`src/design/bju_pkg.sv`:
```
package bju_pkg;

  // control-transfer operations handed over by the core decoder
  typedef enum logic [3:0] {
    OP_BRANCH = 4'h0,
    OP_JUMP_ACC = 4'h1,
    OP_JUMP_ABS = 4'h2,
    OP_JUMP_REG = 4'h3,
    OP_JUMP_MEM = 4'h4,
    OP_JUMPX_REG = 4'h5,
    OP_JUMPX_MEM = 4'h6,
    OP_JUMPX_ABS = 4'h7,
    OP_CALL_REG = 4'h8,
    OP_CALL_MEM = 4'h9,
    OP_CALL_ABS = 4'hA,
    OP_CALLX_REG = 4'hB,
    OP_CALLX_MEM = 4'hC,
    OP_CALLX_ABS = 4'hD
  } bju_op_t;

  // branch conditions of the relative branch
  typedef enum logic [4:0] {
    COND_ZERO = 5'h00,
    COND_NONZERO = 5'h01,
    COND_CARRY = 5'h02,
    COND_NO_CARRY = 5'h03,
    COND_NEGATIVE = 5'h04,
    COND_POSITIVE = 5'h05,
    COND_OVERFLOW = 5'h06,
    COND_NO_OVERFLOW = 5'h07,
    COND_STICKY = 5'h08,
    COND_NO_STICKY = 5'h09,
    COND_SIGNED_LESS = 5'h0A,
    COND_SIGNED_GREATER_EQUAL = 5'h0B,
    COND_SIGNED_LESS_EQUAL = 5'h0C,
    COND_SIGNED_GREATER = 5'h0D,
    COND_UNSIGNED_LOWER_SAME = 5'h0E,
    COND_UNSIGNED_HIGHER = 5'h0F,
    COND_ALWAYS = 5'h10
  } bju_cond_t;

  typedef enum logic [1:0] {
    ST_IDLE = 2'b01,
    ST_BUSY = 2'b10
  } bju_state_t;

  typedef struct packed {
    logic t;
    logic n;
    logic z;
    logic v;
    logic c;
  } bju_flags_t;

  typedef struct packed {
    bju_op_t op;
    bju_cond_t cond;
    logic [7:0] rel;
    logic [23:0] imm;
    logic [15:0] acc_lo;
    logic [15:0] reg_lo;
    logic [15:0] reg_hi;
    logic [23:0] eam;
    logic [2:0] len;
    logic [3:0] corr;
  } bju_issue_t;

  // cycle counts per instruction form
  localparam logic [4:0] CYC_BR_TAKEN = 5'h03;
  localparam logic [4:0] CYC_BR_FALL = 5'h02;
  localparam logic [4:0] CYC_JUMP_ACC = 5'h02;
  localparam logic [4:0] CYC_JUMP_ABS = 5'h02;
  localparam logic [4:0] CYC_JUMP_REG = 5'h03;
  localparam logic [4:0] CYC_JUMP_MEM = 5'h04;
  localparam logic [4:0] CYC_JUMPX_REG = 5'h03;
  localparam logic [4:0] CYC_JUMPX_MEM = 5'h04;
  localparam logic [4:0] CYC_JUMPX_ABS = 5'h03;
  localparam logic [4:0] CYC_CALL_REG = 5'h04;
  localparam logic [4:0] CYC_CALL_MEM = 5'h05;
  localparam logic [4:0] CYC_CALL_ABS = 5'h05;
  localparam logic [4:0] CYC_CALLX_REG = 5'h07;
  localparam logic [4:0] CYC_CALLX_MEM = 5'h08;
  localparam logic [4:0] CYC_CALLX_ABS = 5'h07;

  // relative branches count from the byte after the two-byte opcode
  localparam logic [15:0] BR_LEN = 16'h0002;

  // register map
  localparam logic [11:0] REG_CTRL = 12'h000;
  localparam logic [11:0] REG_STATUS = 12'h004;
  localparam logic [11:0] REG_TARGET = 12'h008;
  localparam logic [11:0] REG_TAKEN_CNT = 12'h00C;
  localparam logic [31:0] CTRL_RST = 32'h0000_0001;
  localparam int unsigned CTRL_EN_BIT = 0;
  localparam int unsigned STAT_BUSY_BIT = 0;
  localparam int unsigned STAT_TAKEN_BIT = 1;

endpackage

```
`src/design/bju_cond.sv`:
```
module bju_cond (
  input wire bju_pkg::bju_cond_t cond_i,
  input wire bju_pkg::bju_flags_t flags_i,
  output logic take_o
);

  wire vxn = flags_i.v ^ flags_i.n;
  wire cz = flags_i.c | flags_i.z;

  always_comb begin
    take_o = 1'b0;
    unique case (cond_i)
      bju_pkg::COND_ZERO: take_o = flags_i.z;
      bju_pkg::COND_NONZERO: take_o = ~flags_i.z;
      bju_pkg::COND_CARRY: take_o = flags_i.c;
      bju_pkg::COND_NO_CARRY: take_o = ~flags_i.c;
      bju_pkg::COND_NEGATIVE: take_o = flags_i.n;
      bju_pkg::COND_POSITIVE: take_o = ~flags_i.n;
      bju_pkg::COND_OVERFLOW: take_o = flags_i.v;
      bju_pkg::COND_NO_OVERFLOW: take_o = ~flags_i.v;
      bju_pkg::COND_STICKY: take_o = flags_i.t;
      bju_pkg::COND_NO_STICKY: take_o = ~flags_i.t;
      bju_pkg::COND_SIGNED_LESS: take_o = vxn;
      bju_pkg::COND_SIGNED_GREATER_EQUAL: take_o = ~vxn;
      bju_pkg::COND_SIGNED_LESS_EQUAL: take_o = vxn | flags_i.z;
      bju_pkg::COND_SIGNED_GREATER: take_o = ~(vxn | flags_i.z);
      bju_pkg::COND_UNSIGNED_LOWER_SAME: take_o = cz;
      bju_pkg::COND_UNSIGNED_HIGHER: take_o = ~cz;
      bju_pkg::COND_ALWAYS: take_o = 1'b1;
      default: take_o = 1'b0;
    endcase
  end

endmodule

```
`src/design/bju_unit.sv`:
```
module bju_unit #(
  parameter int unsigned APB_AW = 12
) (
  input wire logic ref_clk_i,
  input wire logic nrst_i,
  input wire logic psel_i,
  input wire logic penable_i,
  input wire logic pwrite_i,
  input wire logic [APB_AW-1:0] paddr_i,
  input wire logic [31:0] pwdata_i,
  output logic [31:0] prdata_o,
  output logic pready_o,
  output logic pslverr_o,
  input wire logic issue_valid_i,
  input wire bju_pkg::bju_issue_t issue_i,
  output logic issue_ready_o,
  input wire bju_pkg::bju_flags_t flags_i,
  input wire logic [15:0] pc_i,
  input wire logic [7:0] bank_i,
  input wire logic [23:0] sp_i,
  output logic done_o,
  output logic [15:0] new_pc_o,
  output logic [7:0] new_bank_o,
  output logic [2:0] sp_delta_o,
  output logic flags_we_o,
  output logic psw_we_o,
  output logic mem_req_o,
  output logic mem_we_o,
  output logic [23:0] mem_addr_o,
  output logic [15:0] mem_wdata_o,
  input wire logic mem_ack_i,
  input wire logic [15:0] mem_rdata_i
);

  generate
    if (APB_AW < 4 || APB_AW > 32) begin : g_bad_aw
      $error("APB address width must lie between 4 and 32");
    end
  endgenerate

  // cycle count of a non-branch form, memory forms add the correction
  function automatic logic [4:0] op_cycles(input bju_pkg::bju_op_t op,
                                           input logic [3:0] corr);
    logic [4:0] c;
    c = 5'h00;
    unique case (op)
      bju_pkg::OP_BRANCH: c = bju_pkg::CYC_BR_FALL;
      bju_pkg::OP_JUMP_ACC: c = bju_pkg::CYC_JUMP_ACC;
      bju_pkg::OP_JUMP_ABS: c = bju_pkg::CYC_JUMP_ABS;
      bju_pkg::OP_JUMP_REG: c = bju_pkg::CYC_JUMP_REG;
      bju_pkg::OP_JUMP_MEM: c = bju_pkg::CYC_JUMP_MEM + {1'b0, corr};
      bju_pkg::OP_JUMPX_REG: c = bju_pkg::CYC_JUMPX_REG;
      bju_pkg::OP_JUMPX_MEM: c = bju_pkg::CYC_JUMPX_MEM + {1'b0, corr};
      bju_pkg::OP_JUMPX_ABS: c = bju_pkg::CYC_JUMPX_ABS;
      bju_pkg::OP_CALL_REG: c = bju_pkg::CYC_CALL_REG;
      bju_pkg::OP_CALL_MEM: c = bju_pkg::CYC_CALL_MEM + {1'b0, corr};
      bju_pkg::OP_CALL_ABS: c = bju_pkg::CYC_CALL_ABS;
      bju_pkg::OP_CALLX_REG: c = bju_pkg::CYC_CALLX_REG;
      bju_pkg::OP_CALLX_MEM: c = bju_pkg::CYC_CALLX_MEM + {1'b0, corr};
      bju_pkg::OP_CALLX_ABS: c = bju_pkg::CYC_CALLX_ABS;
      default: c = bju_pkg::CYC_BR_FALL;
    endcase
    return c;
  endfunction

  // words pushed as return address
  function automatic logic [1:0] op_pushes(input bju_pkg::bju_op_t op);
    logic [1:0] n;
    n = 2'h0;
    if (op == bju_pkg::OP_CALL_REG || op == bju_pkg::OP_CALL_MEM ||
        op == bju_pkg::OP_CALL_ABS) begin
      n = 2'h1;
    end else if (op == bju_pkg::OP_CALLX_REG ||
                 op == bju_pkg::OP_CALLX_MEM ||
                 op == bju_pkg::OP_CALLX_ABS) begin
      n = 2'h2;
    end
    return n;
  endfunction

  // words read from the memory operand
  function automatic logic [1:0] op_reads(input bju_pkg::bju_op_t op);
    logic [1:0] n;
    n = 2'h0;
    if (op == bju_pkg::OP_JUMP_MEM || op == bju_pkg::OP_CALL_MEM) begin
      n = 2'h1;
    end else if (op == bju_pkg::OP_JUMPX_MEM ||
                 op == bju_pkg::OP_CALLX_MEM) begin
      n = 2'h2;
    end
    return n;
  endfunction

  // pushes come first, then reads; stack grows down by words
  function automatic logic [23:0] step_addr(input logic [2:0] s,
                                            input logic [1:0] npush,
                                            input logic [23:0] sp,
                                            input logic [23:0] eam);
    logic [23:0] a;
    logic [2:0] r;
    a = 24'h000000;
    r = s - {1'b0, npush};
    if (s < {1'b0, npush}) begin
      a = sp - {20'h00000, s + 3'h1, 1'b0};
    end else begin
      a = eam + {20'h00000, r, 1'b0};
    end
    return a;
  endfunction

  // long return: bank word at the higher address, pc word below it
  function automatic logic [15:0] step_wdata(input logic [2:0] s,
                                             input logic [1:0] npush,
                                             input logic [15:0] rpc,
                                             input logic [7:0] rbank);
    logic [15:0] d;
    d = rpc;
    if (npush == 2'h2 && s == 3'h0) begin
      d = {8'h00, rbank};
    end
    return d;
  endfunction

  function automatic logic [15:0] sext8(input logic [7:0] v);
    return {{8{v[7]}}, v};
  endfunction

  bju_pkg::bju_state_t state_q, state_d;
  bju_pkg::bju_issue_t iss_q;
  logic [4:0] cyc_q, total_q;
  logic [2:0] step_q, nsteps_q;
  logic [1:0] npush_q;
  logic [23:0] sp_q;
  logic [15:0] tgt_pc_q, ret_pc_q;
  logic [7:0] tgt_bank_q, ret_bank_q;
  logic taken_q;
  logic [23:0] mem_addr_q;
  logic [15:0] mem_wdata_q;
  logic mem_we_q;
  logic [31:0] ctrl_q, taken_cnt_q, prdata_q;

  wire take;
  bju_cond u_cond (
    .cond_i(issue_i.cond),
    .flags_i(flags_i),
    .take_o(take)
  );

  // issue side decode
  wire idle = (state_q == bju_pkg::ST_IDLE);
  wire busy = (state_q == bju_pkg::ST_BUSY);
  wire accept = issue_valid_i & issue_ready_o;
  wire is_branch = (issue_i.op == bju_pkg::OP_BRANCH);
  wire issue_take = is_branch ? take : 1'b1;
  wire [15:0] br_base = pc_i + bju_pkg::BR_LEN;
  wire [15:0] br_tgt = br_base + sext8(issue_i.rel);
  wire [15:0] ret_pc = pc_i + {13'h0000, issue_i.len};
  wire [4:0] br_cyc = take ? bju_pkg::CYC_BR_TAKEN :
                      bju_pkg::CYC_BR_FALL;
  wire [4:0] issue_cyc = is_branch ? br_cyc :
                         op_cycles(issue_i.op, issue_i.corr);
  wire [1:0] issue_push = op_pushes(issue_i.op);
  wire [2:0] issue_steps = {1'b0, issue_push} + {1'b0, op_reads(issue_i.op)};

  logic [15:0] issue_pc;
  logic [7:0] issue_bank;
  always_comb begin
    issue_pc = br_base;
    issue_bank = bank_i;
    unique case (issue_i.op)
      bju_pkg::OP_BRANCH: issue_pc = take ? br_tgt : br_base;
      bju_pkg::OP_JUMP_ACC: issue_pc = issue_i.acc_lo;
      bju_pkg::OP_JUMP_ABS, bju_pkg::OP_CALL_ABS: begin
        issue_pc = issue_i.imm[15:0];
      end
      bju_pkg::OP_JUMP_REG, bju_pkg::OP_CALL_REG: begin
        issue_pc = issue_i.reg_lo;
      end
      bju_pkg::OP_JUMPX_REG, bju_pkg::OP_CALLX_REG: begin
        issue_pc = issue_i.reg_lo;
        issue_bank = issue_i.reg_hi[7:0];
      end
      bju_pkg::OP_JUMPX_ABS, bju_pkg::OP_CALLX_ABS: begin
        issue_pc = issue_i.imm[15:0];
        issue_bank = issue_i.imm[23:16];
      end
      default: issue_pc = br_base;
    endcase
  end

  // sequencing while busy
  wire mem_pending = busy & (step_q < nsteps_q);
  wire mem_fire = mem_pending & mem_ack_i;
  wire [2:0] step_nx = step_q + 3'h1;
  wire [2:0] read_idx = step_q - {1'b0, npush_q};
  wire last_cyc = (cyc_q + 5'h01) >= total_q;
  wire finish = busy & last_cyc & ~mem_pending;

  always_comb begin
    state_d = state_q;
    unique case (state_q)
      bju_pkg::ST_IDLE: if (accept) state_d = bju_pkg::ST_BUSY;
      bju_pkg::ST_BUSY: if (finish) state_d = bju_pkg::ST_IDLE;
      default: state_d = bju_pkg::ST_IDLE;
    endcase
  end

  always_ff @(posedge ref_clk_i) begin
    if (!nrst_i) begin
      state_q <= bju_pkg::ST_IDLE;
    end else begin
      state_q <= state_d;
    end
  end

  always_ff @(posedge ref_clk_i) begin
    if (!nrst_i) begin
      iss_q <= '0;
      cyc_q <= 5'h00;
      total_q <= 5'h00;
      npush_q <= 2'h0;
      nsteps_q <= 3'h0;
      sp_q <= 24'h000000;
      ret_pc_q <= 16'h0000;
      ret_bank_q <= 8'h00;
      taken_q <= 1'b0;
    end else if (accept) begin
      iss_q <= issue_i;
      cyc_q <= 5'h01;
      total_q <= issue_cyc;
      npush_q <= issue_push;
      nsteps_q <= issue_steps;
      sp_q <= sp_i;
      ret_pc_q <= ret_pc;
      ret_bank_q <= bank_i;
      taken_q <= issue_take;
    end else if (busy && !last_cyc) begin
      cyc_q <= cyc_q + 5'h01;
    end
  end

  // step counter and registered memory request fields
  always_ff @(posedge ref_clk_i) begin
    if (!nrst_i) begin
      step_q <= 3'h0;
      mem_addr_q <= 24'h000000;
      mem_wdata_q <= 16'h0000;
      mem_we_q <= 1'b0;
    end else if (accept) begin
      step_q <= 3'h0;
      mem_addr_q <= step_addr(3'h0, issue_push, sp_i, issue_i.eam);
      mem_wdata_q <= step_wdata(3'h0, issue_push, ret_pc, bank_i);
      mem_we_q <= (issue_push != 2'h0);
    end else if (mem_fire) begin
      step_q <= step_nx;
      mem_addr_q <= step_addr(step_nx, npush_q, sp_q, iss_q.eam);
      mem_wdata_q <= step_wdata(step_nx, npush_q, ret_pc_q, ret_bank_q);
      mem_we_q <= (step_nx < {1'b0, npush_q});
    end
  end

  // target: set at issue, memory forms overwrite with the words read
  always_ff @(posedge ref_clk_i) begin
    if (!nrst_i) begin
      tgt_pc_q <= 16'h0000;
      tgt_bank_q <= 8'h00;
    end else if (accept) begin
      tgt_pc_q <= issue_pc;
      tgt_bank_q <= issue_bank;
    end else if (mem_fire && !mem_we_q) begin
      if (read_idx == 3'h0) begin
        tgt_pc_q <= mem_rdata_i;
      end else begin
        tgt_bank_q <= mem_rdata_i[7:0];
      end
    end
  end

  assign issue_ready_o = idle & ctrl_q[bju_pkg::CTRL_EN_BIT];
  assign done_o = finish;
  assign new_pc_o = tgt_pc_q;
  assign new_bank_o = tgt_bank_q;
  assign sp_delta_o = {npush_q, 1'b0};
  assign flags_we_o = 1'b0;
  assign psw_we_o = 1'b0;
  assign mem_req_o = mem_pending;
  assign mem_we_o = mem_we_q;
  assign mem_addr_o = mem_addr_q;
  assign mem_wdata_o = mem_wdata_q;

  // APB slave, zero wait states
  wire [11:0] addr12 = 12'(paddr_i);
  wire apb_setup = psel_i & ~penable_i;
  wire apb_access = psel_i & penable_i;
  wire hit_ctrl = (addr12 == bju_pkg::REG_CTRL);
  wire hit_status = (addr12 == bju_pkg::REG_STATUS);
  wire hit_target = (addr12 == bju_pkg::REG_TARGET);
  wire hit_cnt = (addr12 == bju_pkg::REG_TAKEN_CNT);
  wire mapped = hit_ctrl | hit_status | hit_target | hit_cnt;
  wire apb_wr = apb_access & pwrite_i & mapped;
  wire cnt_clr = apb_wr & hit_cnt;
  wire cnt_inc = finish & taken_q;
  wire [31:0] status_word = {30'h00000000, taken_q, busy};
  wire [31:0] rd_mux = hit_ctrl ? ctrl_q :
                       hit_status ? status_word :
                       hit_target ? {8'h00, tgt_bank_q, tgt_pc_q} :
                       hit_cnt ? taken_cnt_q : 32'h00000000;

  always_ff @(posedge ref_clk_i) begin
    if (!nrst_i) begin
      ctrl_q <= bju_pkg::CTRL_RST;
    end else if (apb_wr && hit_ctrl) begin
      ctrl_q <= {31'h00000000, pwdata_i[bju_pkg::CTRL_EN_BIT]};
    end
  end

  // an increment in the clearing cycle is kept
  always_ff @(posedge ref_clk_i) begin
    if (!nrst_i) begin
      taken_cnt_q <= 32'h00000000;
    end else if (cnt_clr) begin
      taken_cnt_q <= {31'h00000000, cnt_inc};
    end else if (cnt_inc) begin
      taken_cnt_q <= taken_cnt_q + 32'h00000001;
    end
  end

  always_ff @(posedge ref_clk_i) begin
    if (!nrst_i) begin
      prdata_q <= 32'h00000000;
    end else if (apb_setup) begin
      prdata_q <= pwrite_i ? 32'h00000000 : rd_mux;
    end
  end

  assign prdata_o = prdata_q;
  assign pready_o = 1'b1;
  assign pslverr_o = apb_access & ~mapped;

endmodule

```
`config.mk`:
```
export PLATFORM = sky130hd
export DESIGN_NAME = bju_unit
export DESIGN_NICKNAME = d
export VERILOG_FILES = /design/src/design/bju_pkg.sv /design/src/design/bju_cond.sv /design/src/design/bju_unit.sv
export SDC_FILE = /design/constraint.sdc
export NUM_CORES = 1
export LEC_CHECK = 0
export BUFFER_PORTS_ARGS = -buffer_cell sky130_fd_sc_hd__buf_2
export CAP_MARGIN = 5
export CORE_MARGIN = 1
export CORE_UTILIZATION = 38
export CTS_BUF_LIST = sky130_fd_sc_hd__clkbuf_8
export CTS_CLUSTER_DIAMETER = 150
export DETAILED_ROUTE_END_ITERATION = 12
export GPL_ROUTABILITY_DRIVEN = 0
export PLACE_DENSITY_LB_ADDON = 0.15
export SETUP_SLACK_MARGIN = 0.1
export SYNTH_ARGS = -nofsm -noshare
export SYNTH_HDL_FRONTEND = slang
export SYNTH_HIERARCHICAL = 1
export SYNTH_SLANG_ARGS = --single-unit
```
`constraint.sdc`:
```
create_clock -name ref_clk_i -period 3.5 [get_ports ref_clk_i]
set_input_delay 0.525 -clock ref_clk_i [delete_from_list [all_inputs] [get_ports ref_clk_i]]
set_output_delay 0.525 -clock ref_clk_i [all_outputs]
set_load 0.01 [all_outputs]
```
After elaboration in Yosys (flattened, before gate mapping)
Index checks and enable logic that the tools add are counted.

storage, ports and cells
  flip-flop bits (word level) = 223
  bits in latches = 0
  RAM bits = 0
  bits in read-only memories = 0
  output and inout bits = 107
  word-level logic and storage cells = 188
  memories kept = 0

cells by class
  $add $sub $neg = 18
  multiply operators = 0
  div/mod/pow operators = 0
  order comparisons = 4
  equal/unequal tests = 39
  shift-type cells = 0
  muxes and demuxes = 40
  bitwise gates (word level) = 31
  reductions and logical operators = 35

operator list
  operator                 number
  $mux W32                 5
  $mux W16                 8
  $mux W24                 4
  $pmux W16 S4             1
  $add A24 B4 Y24          2
  $eq A5 B4 Y1 const B     8
  $pmux W5 S7              1
  $add A32 B1 Y32 const B  1
  $eq A12 B4 Y1 const B    2
  $eq A4 B4 Y1 const B     6
  $mux W8                  3
  $sub A24 B2 Y24 const B  1
  $sub A24 B4 Y24          1
  $eq A5 B3 Y1 const B     4
  $pmux W1 S17             1
  $add A16 B16 Y16         1
  $add A16 B2 Y16 const B  1
  $add A16 B3 Y16          1
  $eq A4 B3 Y1 const B     4
  $pmux W8 S2              1
  $and A1 B1 Y1            13
  $eq A12 B3 Y1 const B    1
  $logic_not A12 Y1        1
  $mux W2                  6
  other kinds (37)         90

Depth between registers and ports, before layout
  depth after elaboration = 9
  gate-level depth with buffers = 14
  depth with buffers taken out = 14

Cells and area by module
Netlist, hierarchy kept.

by module, submodules not included
  module    instances  cells an instance  area an instance (um^2)  seq. area each (um^2)
  bju_unit  1          1830               14132.3                  4464.3
  bju_cond  1          34                 206.4                    0.0

Least setup slack after synthesis
No wires, ideal clock.

  kind = input to register
  start = input port pc_i[3]
  end = register tgt_pc_q[15], in the netlist new_pc_o[15]
  setup time = 124 ps
  arrival = 3466 ps
  data required time = 3376 ps
  slack = -90 ps
  stages = 13
  path buffers = 1
  cell sequence = clkbuf_1 -> nand4_1 -> or2_2 -> nor2_1 -> nand3_1 -> xnor2_1 -> ha_1 -> a211o_1 -> o21bai_1 -> a21oi_1 -> or4_1 -> mux2_2 -> a2bb2oi_1

on the way
  word-level cells in the longest chain between the ends = 5

RTL lines
  what                  RTL line         text
  from (decl)           bju_unit.sv:18   input wire logic [15:0] pc_i,
  $add A16 B2 Y16 (*)   bju_unit.sv:155  wire [15:0] br_base = pc_i + bju_pkg::BR_LEN;
  $add A16 B16 Y16      bju_unit.sv:156  wire [15:0] br_tgt = br_base + sext8(issue_i.rel);
  $mux W16              bju_unit.sv:171  bju_pkg::OP_BRANCH: issue_pc = take ? br_tgt : br_base;
  $pmux W16 S4 (*)      bju_unit.sv:170  unique case (issue_i.op)
  $mux W16 (*)          bju_unit.sv:267  end else if (accept) begin
  to (signal assigned)  bju_unit.sv:268  tgt_pc_q <= issue_pc;
  to (signal assigned)  bju_unit.sv:272  tgt_pc_q <= mem_rdata_i;
  to (decl)             bju_unit.sv:134  logic [15:0] tgt_pc_q, ret_pc_q;

Mark *: on every way between the ends. The rest lies on a longest branch, timed or not.
A chain may end at the register's enable or synchronous reset.

Worst setup path after layout
  start = register cyc_q[0]
  end = output port done_o

on the way
  word-level cells in the longest chain between the ends = 4

RTL lines
  what                        RTL line         text
  from (decl)                 bju_unit.sv:130  logic [4:0] cyc_q, total_q;
  from (signal assigned)      bju_unit.sv:238  cyc_q <= cyc_q + 5'h01;
  $add A5 B1 Y5               bju_unit.sv:196  wire last_cyc = (cyc_q + 5'h01) >= total_q;
  $ge A5 B5 Y1                bju_unit.sv:196
  $and A1 B1 Y1 (2 in a row)  bju_unit.sv:197  wire finish = busy & last_cyc & ~mem_pending;
  to (decl)                   bju_unit.sv:21   output logic done_o,

Every way passes these cells.

==> impl_metrics.tcl <==
set metrics [dict create \
    outcome "complete, no violations" \
    die_w_um 196.3 \
    wl_mm 54.66 \
    drive_above_1_share 0.2339 \
    maxCapViolCount 0 \
    seqPwrFrac 0.396 \
    die_h_um 196.3 \
    dr.pass1.iters 5 \
    ys.flop_type "dfxtp_1" \
    setup_viol 0 \
    synth.area.mux_share 0.02260 \
    critPathMaxFanout 17 \
    hpwl_mm 41.22 \
    synth-xor-area-share 0.08735 \
    syn_avg_cell_area_um2 7.692 \
    synthArstFlopShare 0 \
    cts_hold_buf 0 \
    p_switching_uw 2248 \
    synth-seq-cells 223 \
    yosys_warnings 6 \
    finalCritPeriodShare 0.9270 \
    overflow 0 \
    grt_pass1_wl_mm 83.89 \
    finalCoreUtilization 0.4814 \
    dp.cells 2649 \
    min_period_ps 3244 \
    first_global_vias 14451 \
    globalRouteTotalUtil 0.2785 \
    start_util 0.3889 \
    synth_top_family_by_area "compound AO/OA/AOI/OAI gates" \
    synth_compound_area_frac 0.2391 \
    critical_path_class "reg2out" \
    pin_count 347 \
    switching_share 0.3159 \
    syn_area_mm2 0.01434 \
    synthAdderAreaFrac 0.05480 \
    ant_nets 0 \
    internal_power_uw 4867 \
    clk_pin_slew_ps 60 \
    root_buffer "clkbuf_8" \
    skew_ps 33.39 \
    cp.required_ps 2970 \
    numPortBuffers 303 \
    post_cts_buffers 0 \
    min_path_type "in2reg" \
    ir_drop_uv 252.7 \
    grt_max_degree 156 \
    fmax_ghz 0.3082 \
    critPathLaunchType "register" \
    area_growth_pct 23.80 \
    pwr-share-comb 0.226 \
    dr.first_iter.drc_count 1131 \
    antenna_found_initial 1 \
    hold_violations 0 \
    maxSlewViolCount 0 \
    clockBufferDepth 3 \
    die-area_mm2 0.03851 \
    powerDensity_mw_per_mm2 400.8 \
    p_leak_uw 0.007465 \
    dr_total_vias 15385 \
    clock_latency_ps 580 \
    coreArea_mm2 0.03687 \
    fin_cells 2724 \
    tightest_slew_ps 961.1 \
    cts_tree "built" \
    cp-end-kind "primary output" \
    drc 0 \
    rsz0062_at_grt "true" \
    nFillCells 3709 \
    num-nets-final 2486 \
    clockPowerShare 0.378 \
    crit_arrival_ps 2720 \
    syn_inst 1864 \
    ys_seq_area_frac 0.3113 \
    cts-htree-levels 2 \
    routedWlPerCell_um 20.07 \
    synth.distinct_cells 82 \
    synth_edf_count 0 \
    yosys.area_share.simple 0.2373 \
    via_per_inst 5.648 \
    timing.slew.headroom 0.3593 \
    cts.sink_count 223 \
    numCtsBuffers 41 \
    rows 70 \
]
cells by family (layout without fill, tap and decap cells):
family          Yosys count  count (layout)
flops                   223             223
buf+inv                 169             522
other cells               2               5
xor+xnor                143             143
simple gates            720             720
fa+ha+maj                58              58
compound gates          519             519
mux                      30              30
state kept, by name, indices dropped and copies added, names as in the netlist:
name,cells
state_q,2
cyc_q,5
new_pc_o,16
total_q,5
taken_cnt_q,32
mem_we_o,1
ctrl_q,1
taken_q,1
prdata_o,32
npush_q,2
nsteps_q,3
mem_wdata_o,16
mem_addr_o,24
sp_q,24
new_bank_o,8
iss_q,24
ret_bank_q,8
ret_pc_q,16
step_q,3
final timing paths:
| check | to | slack [ps] | cells past startpoint | start |
|---|---|---|---|---|
| hold reg to reg | prdata_o[23]$_SDFFE_PN0P_ | 440 | 2 | prdata_o[23]$_SDFFE_PN0P_ |
| setup reg to reg | mem_addr_o[14]$_SDFFE_PN0P_ | 320 | 12 | step_q[0]$_SDFFE_PP0P_ |
| setup / recovery | done_o | 260 | 10 | cyc_q[0]$_SDFFE_PN0P_ |
| hold / removal | sp_q[6]$_SDFFE_PN0P_ | 220 | 3 | sp_i[6] |
what timing repair did:
item | CTS | global route
endpoints found under the setup margin | 1 | 9
pin swaps | 0 | 1
gates resized for setup | 3 | 12
layer usage:
metal,part of all wire,GRT usage,up-vias
met5,0.00016,0,-
met4,0.029,0.09115,2
met3,0.077,0.04126,90
met2,0.45,0.4430,617
met1,0.45,0.3844,7303
li1,-,-,7373
power by group through the flow:
stage,clock network (µW),logic (µW),registers [µW]
after CTS,2740,1590,2820
after floorplan,0,902,2860
after detailed placement,0,1580,2870
final,2690,1610,2820
after global placement,0,1570,2870
after global routing,2850,1760,2830
worst max-delay path: stages (launching register included):
cell	delay [ps]
dfxtp_4	380
ha_4	160
nand3_2	100
xnor2_1	150
ha_1	290
nand2_1	60
o21a_2	210
buf_4	190
or2_2	330
nor2_4	130
buf_2	150
final cells by class:
| cell class | instances | area [µm²] | area share |
|---|---|---|---|
| multi-input combinational | 1474 | 9311 | 0.5245 |
| sequential | 223 | 4469 | 0.2518 |
| timing repair buffer | 399 | 2262 | 0.1274 |
| clock buffer | 55 | 757.0 | 0.04264 |
| tap | 504 | 630.6 | 0.03552 |
| inverter | 49 | 186.4 | 0.01050 |
| clock inverter | 19 | 132.6 | 0.007471 |
| antenna | 1 | 2.502 | 0.0001410 |
placed cells by master, fill, tap and decap left out, types with 8 or more instances in the layout:
cell / instances
buf_2: 303
nand2_1: 295
dfxtp_1: 221
a21oi_1: 187
nor2_1: 165
buf_4: 94
xnor2_1: 83
xor2_1: 59
inv_1: 59
clkbuf_8: 55
o21ai_0: 54
a211oi_1: 51
ha_1: 48
nand3_1: 46
a22oi_1: 40
nor3_1: 34
a221oi_1: 24
nor4_1: 22
and3_1: 20
o211ai_1: 20
mux2i_1: 20
nand2b_1: 19
or4_1: 19
a31oi_1: 17
o22ai_1: 16
nand4_1: 15
or3_1: 12
o221ai_1: 10
a22o_1: 10
nor2b_1: 9
a21o_1: 9
mux2_2: 9
nor3b_1: 8
nand3b_1: 8
fa_1: 8
Yosys cell counts (all sizes together), types with 8 or more instances:
cell	number	area [µm²]
fa	8	160.2
o22ai	16	100.1
nand3	51	277.8
ha	50	625.6
xnor2	84	735.7
xor2	59	516.8
buf	27	140.1
a211oi	52	390.4
o221ai	10	87.58
a221oi	24	210.2
a22oi	40	300.3
nand2b	19	118.9
nor2b	9	56.30
nand4	15	93.84
or3	13	86.33
mux2i	20	200.2
mux2	9	101.4
nand2	296	1111
o21ai	57	285.3
a31oi	18	112.6
a21o	9	67.56
nor3b	9	67.56
dfxtp	223	4464
inv	48	180.2
a22o	10	87.58
nand3b	8	60.06
or4	23	187.7
clkbuf	93	349.1
a21oi	187	935.9
nor2	172	669.4
nor3	41	240.2
nor4	25	168.9
and3	21	136.4
o211ai	20	150.1
stage by stage:
step                      cell area [µm²]  worst slack [ps]  hold slack [ps]  total power (µW)  setup TNS, ps
after floorplan                     14380             107.3            431.8              3759              0
after global placement              16780             22.89            437.4              4434              0
after detailed placement            16780            -42.30            442.9              4454         -42.30
after CTS                           17680             100.7            197.7              7147              0
after global routing                17750             71.67            215.8              7446              0
final                               17750             255.6            223.9              7115              0
Note: power is estimated with default switching activity, not from simulation.
